**config.mk**
```make
export PLATFORM = sky130hd
export DESIGN_NAME = aio_regs
export DESIGN_NICKNAME = d
export VERILOG_FILES = /design/src/aio_pkg.sv /design/src/aio_regs.sv
export SDC_FILE = /design/constraint.sdc
export NUM_CORES = 2
export LEC_CHECK = 0
export ABC_AREA = 0
export BUFFER_PORTS_ARGS = -buffer_cell sky130_fd_sc_hd__clkbuf_2
export CORE_UTILIZATION = 50
export DETAILED_ROUTE_END_ITERATION = 8
export GPL_ROUTABILITY_DRIVEN = 0
export PLACE_DENSITY = 0.77
export SYNTH_ARGS = -nofsm -noshare
export SYNTH_HDL_FRONTEND = slang
export SYNTH_SLANG_ARGS = --single-unit
```
**constraint.sdc**
```tcl
create_clock -name ref_clk -period 8.9 [get_ports ref_clk]
set_input_delay 0.445 -clock ref_clk [delete_from_list [all_inputs] [get_ports ref_clk]]
set_output_delay 0.445 -clock ref_clk [all_outputs]
set_load 0.01 [all_outputs]
```
**src/aio_pkg.sv**
```systemverilog
// Constants, offsets and layouts shared by the auxiliary line, command and alarm register bank.
package aio_pkg;

  // ---------------------------------------------------------------
  // Register byte addresses (low byte at the even address)
  // ---------------------------------------------------------------
  localparam logic [6:0] X_ACCEL_OFFSET_NULL_ADDR    = 7'h10;
  localparam logic [6:0] Y_ACCEL_OFFSET_NULL_ADDR    = 7'h12;
  localparam logic [6:0] X_TILT_OFFSET_NULL_ADDR     = 7'h14;
  localparam logic [6:0] Y_TILT_OFFSET_NULL_ADDR     = 7'h16;
  localparam logic [6:0] ROTATION_OFFSET_NULL_ADDR   = 7'h18;
  localparam logic [6:0] ALARM_ONE_THRESHOLD_ADDR    = 7'h20;
  localparam logic [6:0] ALARM_TWO_THRESHOLD_ADDR    = 7'h22;
  localparam logic [6:0] ALARM_ONE_SAMPLE_COUNT_ADDR = 7'h24;
  localparam logic [6:0] ALARM_TWO_SAMPLE_COUNT_ADDR = 7'h26;
  localparam logic [6:0] ALARM_SETUP_ADDR            = 7'h28;
  localparam logic [6:0] AUX_CONVERTER_LEVEL_ADDR    = 7'h30;
  localparam logic [6:0] LINE_DIRECTION_DATA_ADDR    = 7'h32;
  localparam logic [6:0] GLOBAL_COMMAND_ADDR         = 7'h3e;

  // ---------------------------------------------------------------
  // Backed-up, level and line register indices, masks and reset values
  // ---------------------------------------------------------------
  localparam int NUM_KEPT      = 10;
  localparam int NUM_NULLS     = 5;
  localparam int IDX_THR_ONE   = 5;
  localparam int IDX_SMPL_ONE  = 7;
  localparam int IDX_SETUP     = 9;
  localparam logic [15:0] NULL_MASK      = 16'h3fff;
  localparam logic [15:0] THRESHOLD_MASK = 16'hbfff;
  localparam logic [15:0] SAMPLE_MASK    = 16'h00ff;
  localparam logic [15:0] SETUP_MASK     = 16'hff7f;
  localparam logic [15:0] KEPT_RESET     = 16'h0000;
  localparam logic [15:0] SAMPLE_RESET   = 16'h0001;
  localparam logic [15:0] LEVEL_MASK     = 16'h0fff;
  localparam logic [15:0] LEVEL_RESET    = 16'h0000;
  localparam logic [15:0] LINE_MASK      = 16'h0303;
  localparam logic [15:0] LINE_RESET     = 16'h0000;

  // ---------------------------------------------------------------
  // Field positions
  // ---------------------------------------------------------------
  localparam int LINE_DIR_BIT    = 0;
  localparam int LINE_DATA_BIT   = 8;
  localparam int CMD_SW_RESET    = 7;
  localparam int CMD_STAT_CLEAR  = 4;
  localparam int CMD_BACKUP      = 3;
  localparam int CMD_LATCH       = 2;
  localparam int CMD_RESTORE     = 1;
  localparam int CMD_AUTONULL    = 0;
  localparam int THR_GT_BIT      = 15;
  localparam int SETUP_SRC_LSB   = 8;
  localparam int SETUP_RATE_BIT  = 5;
  localparam int SETUP_FILT_BIT  = 3;
  localparam int SETUP_IND_EN    = 2;
  localparam int SETUP_IND_POL   = 1;
  localparam int SETUP_IND_SEL   = 0;

  // ---------------------------------------------------------------
  // Alarm source codes
  // ---------------------------------------------------------------
  localparam logic [3:0] SRC_DISABLED = 4'h0;
  localparam logic [3:0] SRC_X_TILT   = 4'h6;
  localparam logic [3:0] SRC_LAST     = 4'h8;
  localparam int         NUM_SOURCES  = 9;

  // ---------------------------------------------------------------
  // Timing
  // ---------------------------------------------------------------
  localparam int CLK_KHZ        = 125000;
  localparam int FLASH_TIME_MS  = 50;
  localparam int FLASH_CYCLES   = FLASH_TIME_MS * CLK_KHZ;

endpackage : aio_pkg

```
**src/aio_regs.sv**
```systemverilog
// Auxiliary line, converter level, global command, offset-null and alarm register bank.
`timescale 1ns/100ps

module aio_regs
  import aio_pkg::*;
#(
  parameter int FLASH_WAIT = FLASH_CYCLES
)
(
  input  wire logic                     ref_clk,         // Block clock
  input  wire logic                     sys_rst,         // Synchronous reset, active high
  input  wire logic [6:0]               regAddr,         // Register byte address
  input  wire logic [7:0]               wrByte,          // Byte to write
  input  wire logic                     wrStrobe,        // Byte write request
  input  wire logic                     rdStrobe,        // Word read request
  output logic      [15:0]              rdData,          // Read word
  input  wire logic                     statusRead,      // Status register was read
  input  wire logic [NUM_NULLS-1:0][13:0] resultData,    // Five sensor results
  input  wire logic [NUM_SOURCES-1:0][13:0] rawData,     // Unfiltered source data
  input  wire logic [NUM_SOURCES-1:0][13:0] filtData,    // Filtered source data
  input  wire logic                     sampleStrobe,    // New sample available
  input  wire logic                     flashFail,       // Store reports failure
  input  wire logic [1:0]               lineIn,          // Digital line levels
  output logic      [1:0]               lineOut,         // Digital line drive value
  output logic      [1:0]               lineOe,          // Digital line drive enable
  output logic      [11:0]              converterCode,   // Latched converter code
  output logic      [NUM_KEPT-1:0][15:0] keptRegs,       // Live kept registers
  output logic                          swResetPulse,    // Processor restart pulse
  output logic                          statusClearPulse,// Status clear pulse
  output logic                          flashBusy,       // Backup in progress
  output logic                          flashError,      // Backup failed flag
  output logic      [1:0]               alarmActive      // Alarm one/two flags
);

  // ---------------------------------------------------------------
  // Elaboration checks
  // ---------------------------------------------------------------
  if (FLASH_WAIT < 1 || FLASH_WAIT > 8388607)
  begin : gBadWait
    $error("FLASH_WAIT out of range");
  end

  // ---------------------------------------------------------------
  // Decode helpers
  // ---------------------------------------------------------------
  function automatic logic [4:0] keptIndex(input logic [6:0] a);
    logic [5:0] w;
    w = a[6:1];
    if (w == X_ACCEL_OFFSET_NULL_ADDR[6:1]) keptIndex = 5'h10;
    else if (w == Y_ACCEL_OFFSET_NULL_ADDR[6:1]) keptIndex = 5'h11;
    else if (w == X_TILT_OFFSET_NULL_ADDR[6:1]) keptIndex = 5'h12;
    else if (w == Y_TILT_OFFSET_NULL_ADDR[6:1]) keptIndex = 5'h13;
    else if (w == ROTATION_OFFSET_NULL_ADDR[6:1]) keptIndex = 5'h14;
    else if (w == ALARM_ONE_THRESHOLD_ADDR[6:1]) keptIndex = 5'h15;
    else if (w == ALARM_TWO_THRESHOLD_ADDR[6:1]) keptIndex = 5'h16;
    else if (w == ALARM_ONE_SAMPLE_COUNT_ADDR[6:1]) keptIndex = 5'h17;
    else if (w == ALARM_TWO_SAMPLE_COUNT_ADDR[6:1]) keptIndex = 5'h18;
    else if (w == ALARM_SETUP_ADDR[6:1]) keptIndex = 5'h19;
    else keptIndex = 5'h00;
  endfunction : keptIndex

  function automatic logic [15:0] keptMask(input int i);
    if (i < NUM_NULLS) keptMask = NULL_MASK;
    else if (i < IDX_SMPL_ONE) keptMask = THRESHOLD_MASK;
    else if (i < IDX_SETUP) keptMask = SAMPLE_MASK;
    else keptMask = SETUP_MASK;
  endfunction : keptMask

  function automatic logic [15:0] keptReset(input int i);
    if (i >= IDX_SMPL_ONE && i < IDX_SETUP) keptReset = SAMPLE_RESET;
    else keptReset = KEPT_RESET;
  endfunction : keptReset

  function automatic logic [15:0] byteWrite(input logic [15:0] old, input logic hi,
                                            input logic [7:0] b);
    byteWrite = hi ? {b, old[7:0]} : {old[15:8], b};
  endfunction : byteWrite

  // ---------------------------------------------------------------
  // Register and command state
  // ---------------------------------------------------------------
  logic [NUM_KEPT-1:0][15:0] kept, next_kept, nvStore, next_nvStore;
  logic [15:0] level, next_level, lineReg, next_lineReg, next_rdData;
  logic [11:0] next_converterCode;
  logic [22:0] flashCount, next_flashCount;
  logic        next_flashBusy, next_flashError, next_swResetPulse, next_statusClearPulse;
  logic [1:0]  next_lineOut, next_lineOe;
  logic [4:0]  wIdx;
  logic        cmdWrite, indLevel;
  logic [7:0]  cmd;

  assign wIdx = keptIndex(regAddr);
  assign cmdWrite = wrStrobe && !flashBusy && regAddr == GLOBAL_COMMAND_ADDR;
  assign cmd = cmdWrite ? wrByte : 8'h00;

  always_comb
  begin
    next_kept = kept;
    next_nvStore = nvStore;
    next_level = level;
    next_lineReg = lineReg;
    next_converterCode = converterCode;
    next_flashCount = flashCount;
    next_flashBusy = flashBusy;
    next_flashError = flashError;
    next_swResetPulse = cmd[CMD_SW_RESET];
    next_statusClearPulse = cmd[CMD_STAT_CLEAR];
    next_rdData = rdData;
    indLevel = 1'b0;
    if (wrStrobe && !flashBusy)
    begin
      if (wIdx[4])
      begin
        next_kept[wIdx[3:0]] = byteWrite(kept[wIdx[3:0]], regAddr[0], wrByte)
                               & keptMask(int'(wIdx[3:0]));
      end
      else if (regAddr[6:1] == AUX_CONVERTER_LEVEL_ADDR[6:1])
      begin
        next_level = byteWrite(level, regAddr[0], wrByte) & LEVEL_MASK;
      end
      else if (regAddr[6:1] == LINE_DIRECTION_DATA_ADDR[6:1])
      begin
        next_lineReg = byteWrite(lineReg, regAddr[0], wrByte) & LINE_MASK;
      end
    end
    if (cmd[CMD_LATCH])
    begin
      next_converterCode = level[11:0];
    end
    if (cmd[CMD_RESTORE])
    begin
      for (int i = 0; i < NUM_NULLS; i++)
      begin
        next_kept[i] = KEPT_RESET;
      end
    end
    if (cmd[CMD_AUTONULL])
    begin
      for (int i = 0; i < NUM_NULLS; i++)
      begin
        next_kept[i] = {2'b00, 14'(-resultData[i])};
      end
    end
    if ((cmd[CMD_BACKUP] || cmd[CMD_AUTONULL]) && !flashError)
    begin
      next_flashBusy = 1'b1;
      next_flashCount = 23'(FLASH_WAIT - 1);
    end
    else if (flashBusy)
    begin
      if (flashCount == 23'h000000)
      begin
        next_flashBusy = 1'b0;
        if (flashFail)
        begin
          next_flashError = 1'b1;
        end
        else
        begin
          next_nvStore = kept;
        end
      end
      else
      begin
        next_flashCount = flashCount - 23'h000001;
      end
    end
    if ((statusRead || cmd[CMD_STAT_CLEAR]) && !(flashBusy && flashCount == 23'h000000
        && flashFail))
    begin
      next_flashError = 1'b0;
    end
    if (cmd[CMD_SW_RESET])
    begin
      next_kept = nvStore;
      next_level = LEVEL_RESET;
      next_converterCode = LEVEL_RESET[11:0];
      next_lineReg = LINE_RESET;
    end
    if (rdStrobe)
    begin
      if (wIdx[4]) next_rdData = kept[wIdx[3:0]];
      else if (regAddr[6:1] == AUX_CONVERTER_LEVEL_ADDR[6:1]) next_rdData = level;
      else if (regAddr[6:1] == LINE_DIRECTION_DATA_ADDR[6:1])
        next_rdData = {6'h00, lineIn, 6'h00, lineReg[1:0]};
      else next_rdData = 16'h0000;
    end
    // Indicator takes its line over from the general-purpose setting.
    indLevel = kept[IDX_SETUP][SETUP_IND_POL] ? (|alarmActive) : !(|alarmActive);
    for (int k = 0; k < 2; k++)
    begin
      if (kept[IDX_SETUP][SETUP_IND_EN] && int'(kept[IDX_SETUP][SETUP_IND_SEL]) == k)
      begin
        next_lineOe[k] = 1'b1;
        next_lineOut[k] = indLevel;
      end
      else
      begin
        next_lineOe[k] = lineReg[LINE_DIR_BIT + k];
        next_lineOut[k] = lineReg[LINE_DIR_BIT + k] && lineReg[LINE_DATA_BIT + k];
      end
    end
  end

  always_ff @(posedge ref_clk)
  begin
    if (sys_rst)
    begin
      for (int i = 0; i < NUM_KEPT; i++)
      begin
        kept[i] <= keptReset(i);
        nvStore[i] <= keptReset(i);
      end
      level <= LEVEL_RESET;
      lineReg <= LINE_RESET;
      converterCode <= LEVEL_RESET[11:0];
      flashCount <= 23'h000000;
      flashBusy <= 1'b0;
      flashError <= 1'b0;
      swResetPulse <= 1'b0;
      statusClearPulse <= 1'b0;
      rdData <= 16'h0000;
      lineOut <= 2'b00;
      lineOe <= 2'b00;
    end
    else
    begin
      kept <= next_kept;
      nvStore <= next_nvStore;
      level <= next_level;
      lineReg <= next_lineReg;
      converterCode <= next_converterCode;
      flashCount <= next_flashCount;
      flashBusy <= next_flashBusy;
      flashError <= next_flashError;
      swResetPulse <= next_swResetPulse;
      statusClearPulse <= next_statusClearPulse;
      rdData <= next_rdData;
      lineOut <= next_lineOut;
      lineOe <= next_lineOe;
    end
  end

  assign keptRegs = kept;

  // ---------------------------------------------------------------
  // Alarm channels
  // ---------------------------------------------------------------
  for (genvar ch = 0; ch < 2; ch++)
  begin : gAlarm
    logic [3:0]  src;
    logic        rateOn, useFilt;
    logic [15:0] thr;
    logic [8:0]  needN;
    logic signed [13:0] val, thrVal, prevVal, next_prevVal;
    logic signed [23:0] diffSum, next_diffSum, limit;
    logic [7:0]  sampCnt, next_sampCnt;
    logic        havePrev, next_havePrev, next_active, hit;

    assign src = kept[IDX_SETUP][SETUP_SRC_LSB + 4*ch +: 4];
    assign rateOn = kept[IDX_SETUP][SETUP_RATE_BIT + ch];
    assign useFilt = kept[IDX_SETUP][SETUP_FILT_BIT + ch] || src >= SRC_X_TILT;
    assign thr = kept[IDX_THR_ONE + ch];
    assign thrVal = signed'(thr[13:0]);
    assign needN = (kept[IDX_SMPL_ONE + ch][7:0] == 8'h00) ? 9'h001
                   : {1'b0, kept[IDX_SMPL_ONE + ch][7:0]};
    assign val = (src > SRC_LAST || src == SRC_DISABLED) ? 14'sh0000
                 : signed'(useFilt ? filtData[src] : rawData[src]);
    assign limit = 24'(thrVal * signed'({1'b0, needN}));

    always_comb
    begin
      next_prevVal = prevVal;
      next_diffSum = diffSum;
      next_sampCnt = sampCnt;
      next_havePrev = havePrev;
      hit = 1'b0;
      if (src == SRC_DISABLED || src > SRC_LAST)
      begin
        next_havePrev = 1'b0;
        next_diffSum = 24'sh000000;
        next_sampCnt = 8'h00;
      end
      else if (sampleStrobe)
      begin
        if (!rateOn)
        begin
          hit = thr[THR_GT_BIT] ? (val > thrVal) : (val < thrVal);
        end
        else if (havePrev)
        begin
          next_diffSum = diffSum + 24'(val - prevVal);
          if ({1'b0, sampCnt} + 9'h001 >= needN)
          begin
            // Sum against threshold times count equals mean against threshold.
            hit = thr[THR_GT_BIT] ? (next_diffSum > limit) : (next_diffSum < limit);
            next_diffSum = 24'sh000000;
            next_sampCnt = 8'h00;
          end
          else
          begin
            next_sampCnt = sampCnt + 8'h01;
          end
        end
        next_prevVal = val;
        next_havePrev = 1'b1;
      end
      next_active = alarmActive[ch];
      if (cmd[CMD_STAT_CLEAR])
      begin
        next_active = 1'b0;
      end
      if (hit)
      begin
        next_active = 1'b1;
      end
    end

    always_ff @(posedge ref_clk)
    begin
      if (sys_rst)
      begin
        prevVal <= 14'sh0000;
        diffSum <= 24'sh000000;
        sampCnt <= 8'h00;
        havePrev <= 1'b0;
        alarmActive[ch] <= 1'b0;
      end
      else
      begin
        prevVal <= next_prevVal;
        diffSum <= next_diffSum;
        sampCnt <= next_sampCnt;
        havePrev <= next_havePrev;
        alarmActive[ch] <= next_active;
      end
    end
  end

endmodule : aio_regs

```
# ---- Word level (Yosys, flattened, before mapping)
# Cells that the tools add are included.
dict set report op_classes {
  n_bitwise 10
  multipliers 2
  muxes 76
  n_eq_ne 14
  n_addsub 14
  order_cmp 21
  n_reduce_logical 53
}
# operator n
set op_table {}
lappend op_table {{160-bit two-way mux} 3}
lappend op_table {{14-bit binary-select mux with 4-bit select} 4}
lappend op_table {{160-bit bitwise mux} 1}
lappend op_table {{80-bit two-way mux} 2}
lappend op_table {{16-bit two-way mux} 9}
lappend op_table {{14-bit two-way mux} 8}
lappend op_table {{14-bit negator} 5}
lappend op_table {{23-bit two-way mux} 3}
lappend op_table {{16-bit binary-select mux with 4-bit select} 1}
lappend op_table {{16-bit demux with 4-bit select} 1}
lappend op_table {{5-bit two-way mux} 10}
lappend op_table {{24-bit by 15-bit adder with 24-bit output} 2}
lappend op_table {{24-bit by 23-bit greater-than comparator with 1-bit output} 2}
lappend op_table {{24-bit by 23-bit < comparator with 1-bit output} 2}
lappend op_table {{24-bit two-way mux} 2}
lappend op_table {{14-bit by 9-bit multiplier with 23-bit output} 2}
lappend op_table {{6-bit by 5-bit equality test with 1-bit output, second input constant} 7}
lappend op_table {{8-bit two-way mux} 5}
lappend op_table {{6-bit by 4-bit equality test with 1-bit output, second input constant} 5}
lappend op_table {{14-bit by 14-bit subtractor with 15-bit output} 2}
lappend op_table {{14-bit greater-than comparator} 2}
lappend op_table {{14-bit < comparator} 2}
lappend op_table {{1-bit two-way mux} 25}
lappend op_table {{23-bit zero test} 1}
lappend op_table {{28 further kinds} 84}
dict set report word_totals {
  register_bits 491
  input_bits 346
}

# ---- Longest topological paths before layout
dict set report depth {
  ltp_word 24
  ltp_mapped 32
  mapped_depth_nobuf 31
}

# ---- Worst setup path after synthesis
# Ideal clock, no wire load.
dict set report synth_timing {
  path_kind {flip-flop to flip-flop}
  from {register kept (netlist bit keptRegs[152])}
  to {register alarmActive[0]}
  required_ps 8767
  arrival_time_ps 7337
  setup_slack_ps 1429
  period_less_slack_ps 7471
  stages_incl_launch_ff 28
  n_path_buf 4
  path_cell_list {dfxtp_1 -> clkbuf_1 -> buf_1 -> clkbuf_1 -> buf_1 -> mux2i_1 -> nand2_1 -> o21ai_0 -> a211oi_1 -> a31oi_1 -> fa_1 -> inv_1 -> ha_1 -> a21o_1 -> a21oi_1 -> o221ai_1 -> a211o_1 -> o311ai_0 -> a31oi_1 -> nor3_1 -> xnor2_1 -> ha_1 -> nand4_1 -> or3_1 -> o21bai_1 -> a41oi_1 -> mux2i_1 -> a311oi_1}
}
dict set report synth_via {
  elab_chain_cells 14
}
# item line_no
set synth_rtl {}
lappend synth_rtl {{start, declared} aio_regs.sv:82} ;# logic [NUM_KEPT-1:0][15:0] kept, next_kept, nvStore, next_nvStore;
lappend synth_rtl {{start signal, assigned by index} aio_regs.sv:211} ;# kept[i] <= keptReset(i);
lappend synth_rtl {{start signal, assigned} aio_regs.sv:228} ;# kept <= next_kept;
lappend synth_rtl {{14-bit binary-select mux with 4-bit select or 4-bit by 3-bit >= comparator with 1-bit output (tied branches)} {aio_regs.sv:268, aio_regs.sv:262}}
lappend synth_rtl {{14-bit two-way mux (not written as such) or 1-bit logical OR (tied branches)} {aio_regs.sv:268, aio_regs.sv:262}}
lappend synth_rtl {{14-bit two-way mux} aio_regs.sv:268} ;# : signed'(useFilt ? filtData[src] : rawData[src]);
lappend synth_rtl {{14-bit two-way mux} aio_regs.sv:267} ;# assign val = (src > SRC_LAST || src == SRC_DISABLED) ? 14'sh0000
lappend synth_rtl {{14-bit by 14-bit subtractor with 15-bit output} aio_regs.sv:292} ;# next_diffSum = diffSum + 24'(val - prevVal);
lappend synth_rtl {{24-bit by 15-bit adder with 24-bit output} aio_regs.sv:292}
lappend synth_rtl {{24-bit by 23-bit < comparator with 1-bit output or 24-bit by 23-bit greater-than comparator with 1-bit output (tied branches)} aio_regs.sv:296} ;# hit = thr[THR_GT_BIT] ? (next_diffSum > limit) : (next_diffSum < limit);
lappend synth_rtl {{1-bit two-way mux} aio_regs.sv:296}
lappend synth_rtl {{1-bit two-way mux} aio_regs.sv:293} ;# if ({1'b0, sampCnt} + 9'h001 >= needN)
lappend synth_rtl {{1-bit two-way mux} aio_regs.sv:290} ;# else if (havePrev)
lappend synth_rtl {{1-bit two-way mux} aio_regs.sv:286} ;# if (!rateOn)
lappend synth_rtl {{1-bit two-way mux} aio_regs.sv:284} ;# else if (sampleStrobe)
lappend synth_rtl {{1-bit two-way mux *} aio_regs.sv:278} ;# if (src == SRC_DISABLED || src > SRC_LAST)
lappend synth_rtl {{1-bit two-way mux or 2-bit nonzero test (tied branches)} --}
lappend synth_rtl {{end signal, assigned by index} aio_regs.sv:335} ;# alarmActive[ch] <= next_active;
lappend synth_rtl {{end, declared} aio_regs.sv:32} ;# output logic [1:0] alarmActive
# Every way passes the cells marked *; elsewhere a longest branch is shown, timed or not. The select of a mux whose other input is x is not followed.
# A chain may end at the register's enable or synchronous reset.

# ---- Worst setup path after layout
dict set report layout_timing {
  from {register kept (netlist bit keptRegs[156])}
  to {register alarmActive[1]}
}
# Same word-level chain as after synthesis.

==> impl_metrics.csv <==
group,metric,value,unit
sta,worst_slack,0.746,ns
die,floorplan.initialDensity,50.5,%
worst_setup_path,path_buf_inv,3,
global_route,grt_overflow_total,0,
synthesis,synth_edf_count,0,
clocking,cts_made_buffers,54,
route,drt_first_iter_violations,4880,
clocking,cts_tree,"done",
die,dieArea,79300,sq um
sta,drv_slew,0,
die,die_h,282,um
die,pin_count,544,
worst_setup_path,crit_family,"compound AO/OA/AOI/OAI gates",
sta,setup_viol_count_final,0,
synthesis,ys_warn_count,0,
sta,max-slew-margin-rel,13.9,%
worst_setup_path,crit_fanout,37,
power,power_leakage,18.7,nW
route,drc_errors,2,
route,via_per_inst,6.22,
job,max-cap-violations,0,
route,route.detailed.wl_per_inst,23.3,um
synthesis,synth_cell_types,86,
synthesis,synthFlopType,"dfxtp_1",
global_route,grt_max_degree,143,
route,num_vias,38500,
placement,io_buffers,501,
power,power_density,119,nW/um^2
sta,max_freq,123,MHz
clocking,cts_buffer_depth,3,
sta,rsz0062_at_grt,"false",
clocking,clockRootBuffer,"clkbuf_16",
layout,syn_to_final_growth,13.6,%
clocking,numClockSinks,491,
worst_setup_path,start_kind,"register",
die,num_rows,102,
layout,nFillCells,6961,
die,die_width,282,um
route,wirelength,144000,um
synthesis,synth_cells,4727,
worst_setup_path,cp_slowest_cell,"dfxtp_4",
worst_setup_path,max_stage_delay,0.78,ns
layout,layout-drive-gt1-share,16.7,%
clocking,ctsHtreeMaxLevel,2,
sta,hold_ws,0.0662,ns
synthesis,syn_avg_cell_area,8.27,sq um
global_route,grt_first_pass_wirelength,216000,um
run_status,status,"finished, violations left",
synthesis,syn-num-nets,5541,
clocking,cts_hold_buf,0,
run_status,violations,"design-rule violations",
worst_setup_path,reg2reg_slack,0.75,ns
clocking,clk_pin_slew,0.07,ns
power,ir_worst_vdd,0.000188,V
sta,tns,0,ns
global_route,antenna_found_initial,17,
sta,fin_crit,8.15,ns
layout,layout.nets,5899,
worst_setup_path,setup.worst_path.end_class,"register",
clocking,insertion_delay,0.65,ns
worst_setup_path,required,9.42,ns
sta,clock_skew,0.0484,ns
sta,period_share,91.6,%
route,drtAntennaViolNets,0,
sta,worst_pin_slew,1.29,ns
hold_path,holdCritPathClass,"in -> reg",
die,core_area,77300,sq um
synthesis,synth_area,39100,sq um
global_route,track_usage,35.5,%
synthesis,yosys_register_bits,491,
placement,pre_cts_ws,0.804,ns
clocking,postCtsSetupBuffers,0,
worst_setup_path,arrival,8.68,ns
synthesis,seq_area_frac_synth,25.2,%
worst_setup_path,critPathKind,"reg -> reg",
route,firstDrtPassIters,9,
clocking,cts_resized,0,
placement,dp_hpwl,109000,um
synthesis,ys_async_sr_fraction,0,%
global_route,grt_pass1_vias,36500,
sta,hold_viol,0,
==> power breakdown <==
part	leakage, nW	switching [mW]	internal [mW]	total, mW
logic	13.9	0.398	0.264	0.662
registers	3.96	0.0135	2.21	2.22
clock network	0.907	1.00	1.40	2.40
==> synth_stat cells, types with 33 or more instances <==
cell type	instances	area, sq um
a221oi_1	75	657
inv_1	550	2060
nor2_1	348	1310
o21a_1	33	248
a21oi_1	392	1960
dfxtp_1	491	9830
a211oi_1	91	683
fa_1	226	4520
nor2b_1	39	244
a21o_1	59	443
a22oi_1	81	608
mux4_2	102	2300
o22ai_1	38	238
xor2_1	74	648
xnor2_1	99	867
nor3_1	124	621
nand3_1	92	460
o21ai_0	95	475
clkbuf_1	216	811
nand2b_1	62	388
ha_1	242	3030
nand2_1	651	2440
==> per-stage QoR <==
step | total power, mW | cells | cell area [sq um] | utilization, %
after global routing | 5.42 | 6171 | 44400 | 57.4
final | 5.29 | 6178 | 44400 | 57.4
after global placement | 2.89 | 6069 | 42500 | 54.9
after floorplan | 2.64 | 4727 | 39100 | -
after CTS | 5.26 | 6167 | 44400 | 57.4
after detailed placement | 2.90 | 6069 | 42500 | 54.9
==> cell type report <==
| class | count | area (sq um) | share of cell area, % |
|---|---|---|---|
| Multi-Input combinational cell | 3402 | 26100 | 58.8 |
| Clock inverter | 26 | 385 | 0.868 |
| Tap cell | 1040 | 1300 | 2.93 |
| Inverter | 552 | 2070 | 4.67 |
| Clock buffer | 72 | 1510 | 3.40 |
| Antenna cell | 11 | 27.5 | 0.0620 |
| Sequential cell | 491 | 9840 | 22.2 |
| Timing Repair Buffer | 584 | 3170 | 7.13 |
==> state kept, by name, indices dropped and copies added (netlist names), 4 cells and up <==
name and count:
gAlarm.prevVal 28, gAlarm.diffSum 48, rdData 16, gAlarm.sampCnt 16, level 12, flashCount 23, converterCode 12, nvStore 160
lineReg 4, keptRegs 128, gAlarm.thr 32
==> logic make-up after synthesis <==
| family | Yosys count | synth area share (%) |
|---|---|---|
| AOI/OAI and AO/OA | 1096 | 18.7 |
| xor gates and xnor gates | 173 | 3.88 |
| adders and majority gates | 468 | 19.3 |
| buffers and inverters | 834 | 8.31 |
| DFF | 491 | 25.2 |
| muxes | 147 | 7.10 |
| and+or+nand+nor | 1518 | 17.5 |
==> path summary, 6_finish.rpt <==
check / start / end / depth (start not counted)
min: statusRead / flashError$_SDFFE_PP0P_ / 3
max: keptRegs[156]$_SDFFE_PP0P_ / alarmActive[1]$_SDFFE_PP0P_ / 26
max reg2reg: keptRegs[156]$_SDFFE_PP0P_ / alarmActive[1]$_SDFFE_PP0P_ / 26
min reg2reg: nvStore[152]$_SDFFE_PP0P_ / keptRegs[152]$_SDFFE_PP0P_ / 2
==> cell usage in the layout, fill, tap and decap left out, types with 23 or more instances in the layout <==
cell / instances
fa_1: 226
inv_1: 550
a21o_1: 59
buf_4: 81
mux2i_1: 23
clkbuf_2: 500
dfxtp_1: 486
nor3_1: 121
o21ai_0: 95
clkbuf_16: 55
nand2b_1: 62
ha_1: 242
a21oi_1: 391
mux4_2: 102
a211oi_1: 90
nand3_1: 92
and2_1: 30
nor2_1: 346
xor2_1: 74
nand2_1: 650
o21a_1: 33
a31oi_1: 28
xnor2_1: 99
o22ai_1: 38
a22oi_1: 81
nor2b_1: 39
a221oi_1: 75
and3_1: 27
==> metal layers <==
metal	up-vias	global-route usage, %	routed length, um	part of all wire (%)
li1	17100	-	-	-
met1	18300	43.9	52600	37
met2	2450	53.5	62100	43
met3	616	11.9	18700	13
met4	20	21.4	10300	7.1
met5	-	1.22	273	0.19
==> tightest hold or removal path: stages <==
cell      delay (ns)
clkbuf_2        0.08
nand3b_1        0.09
a21oi_1         0.06
No activity file was read; power rests on OpenSTA's default activity.
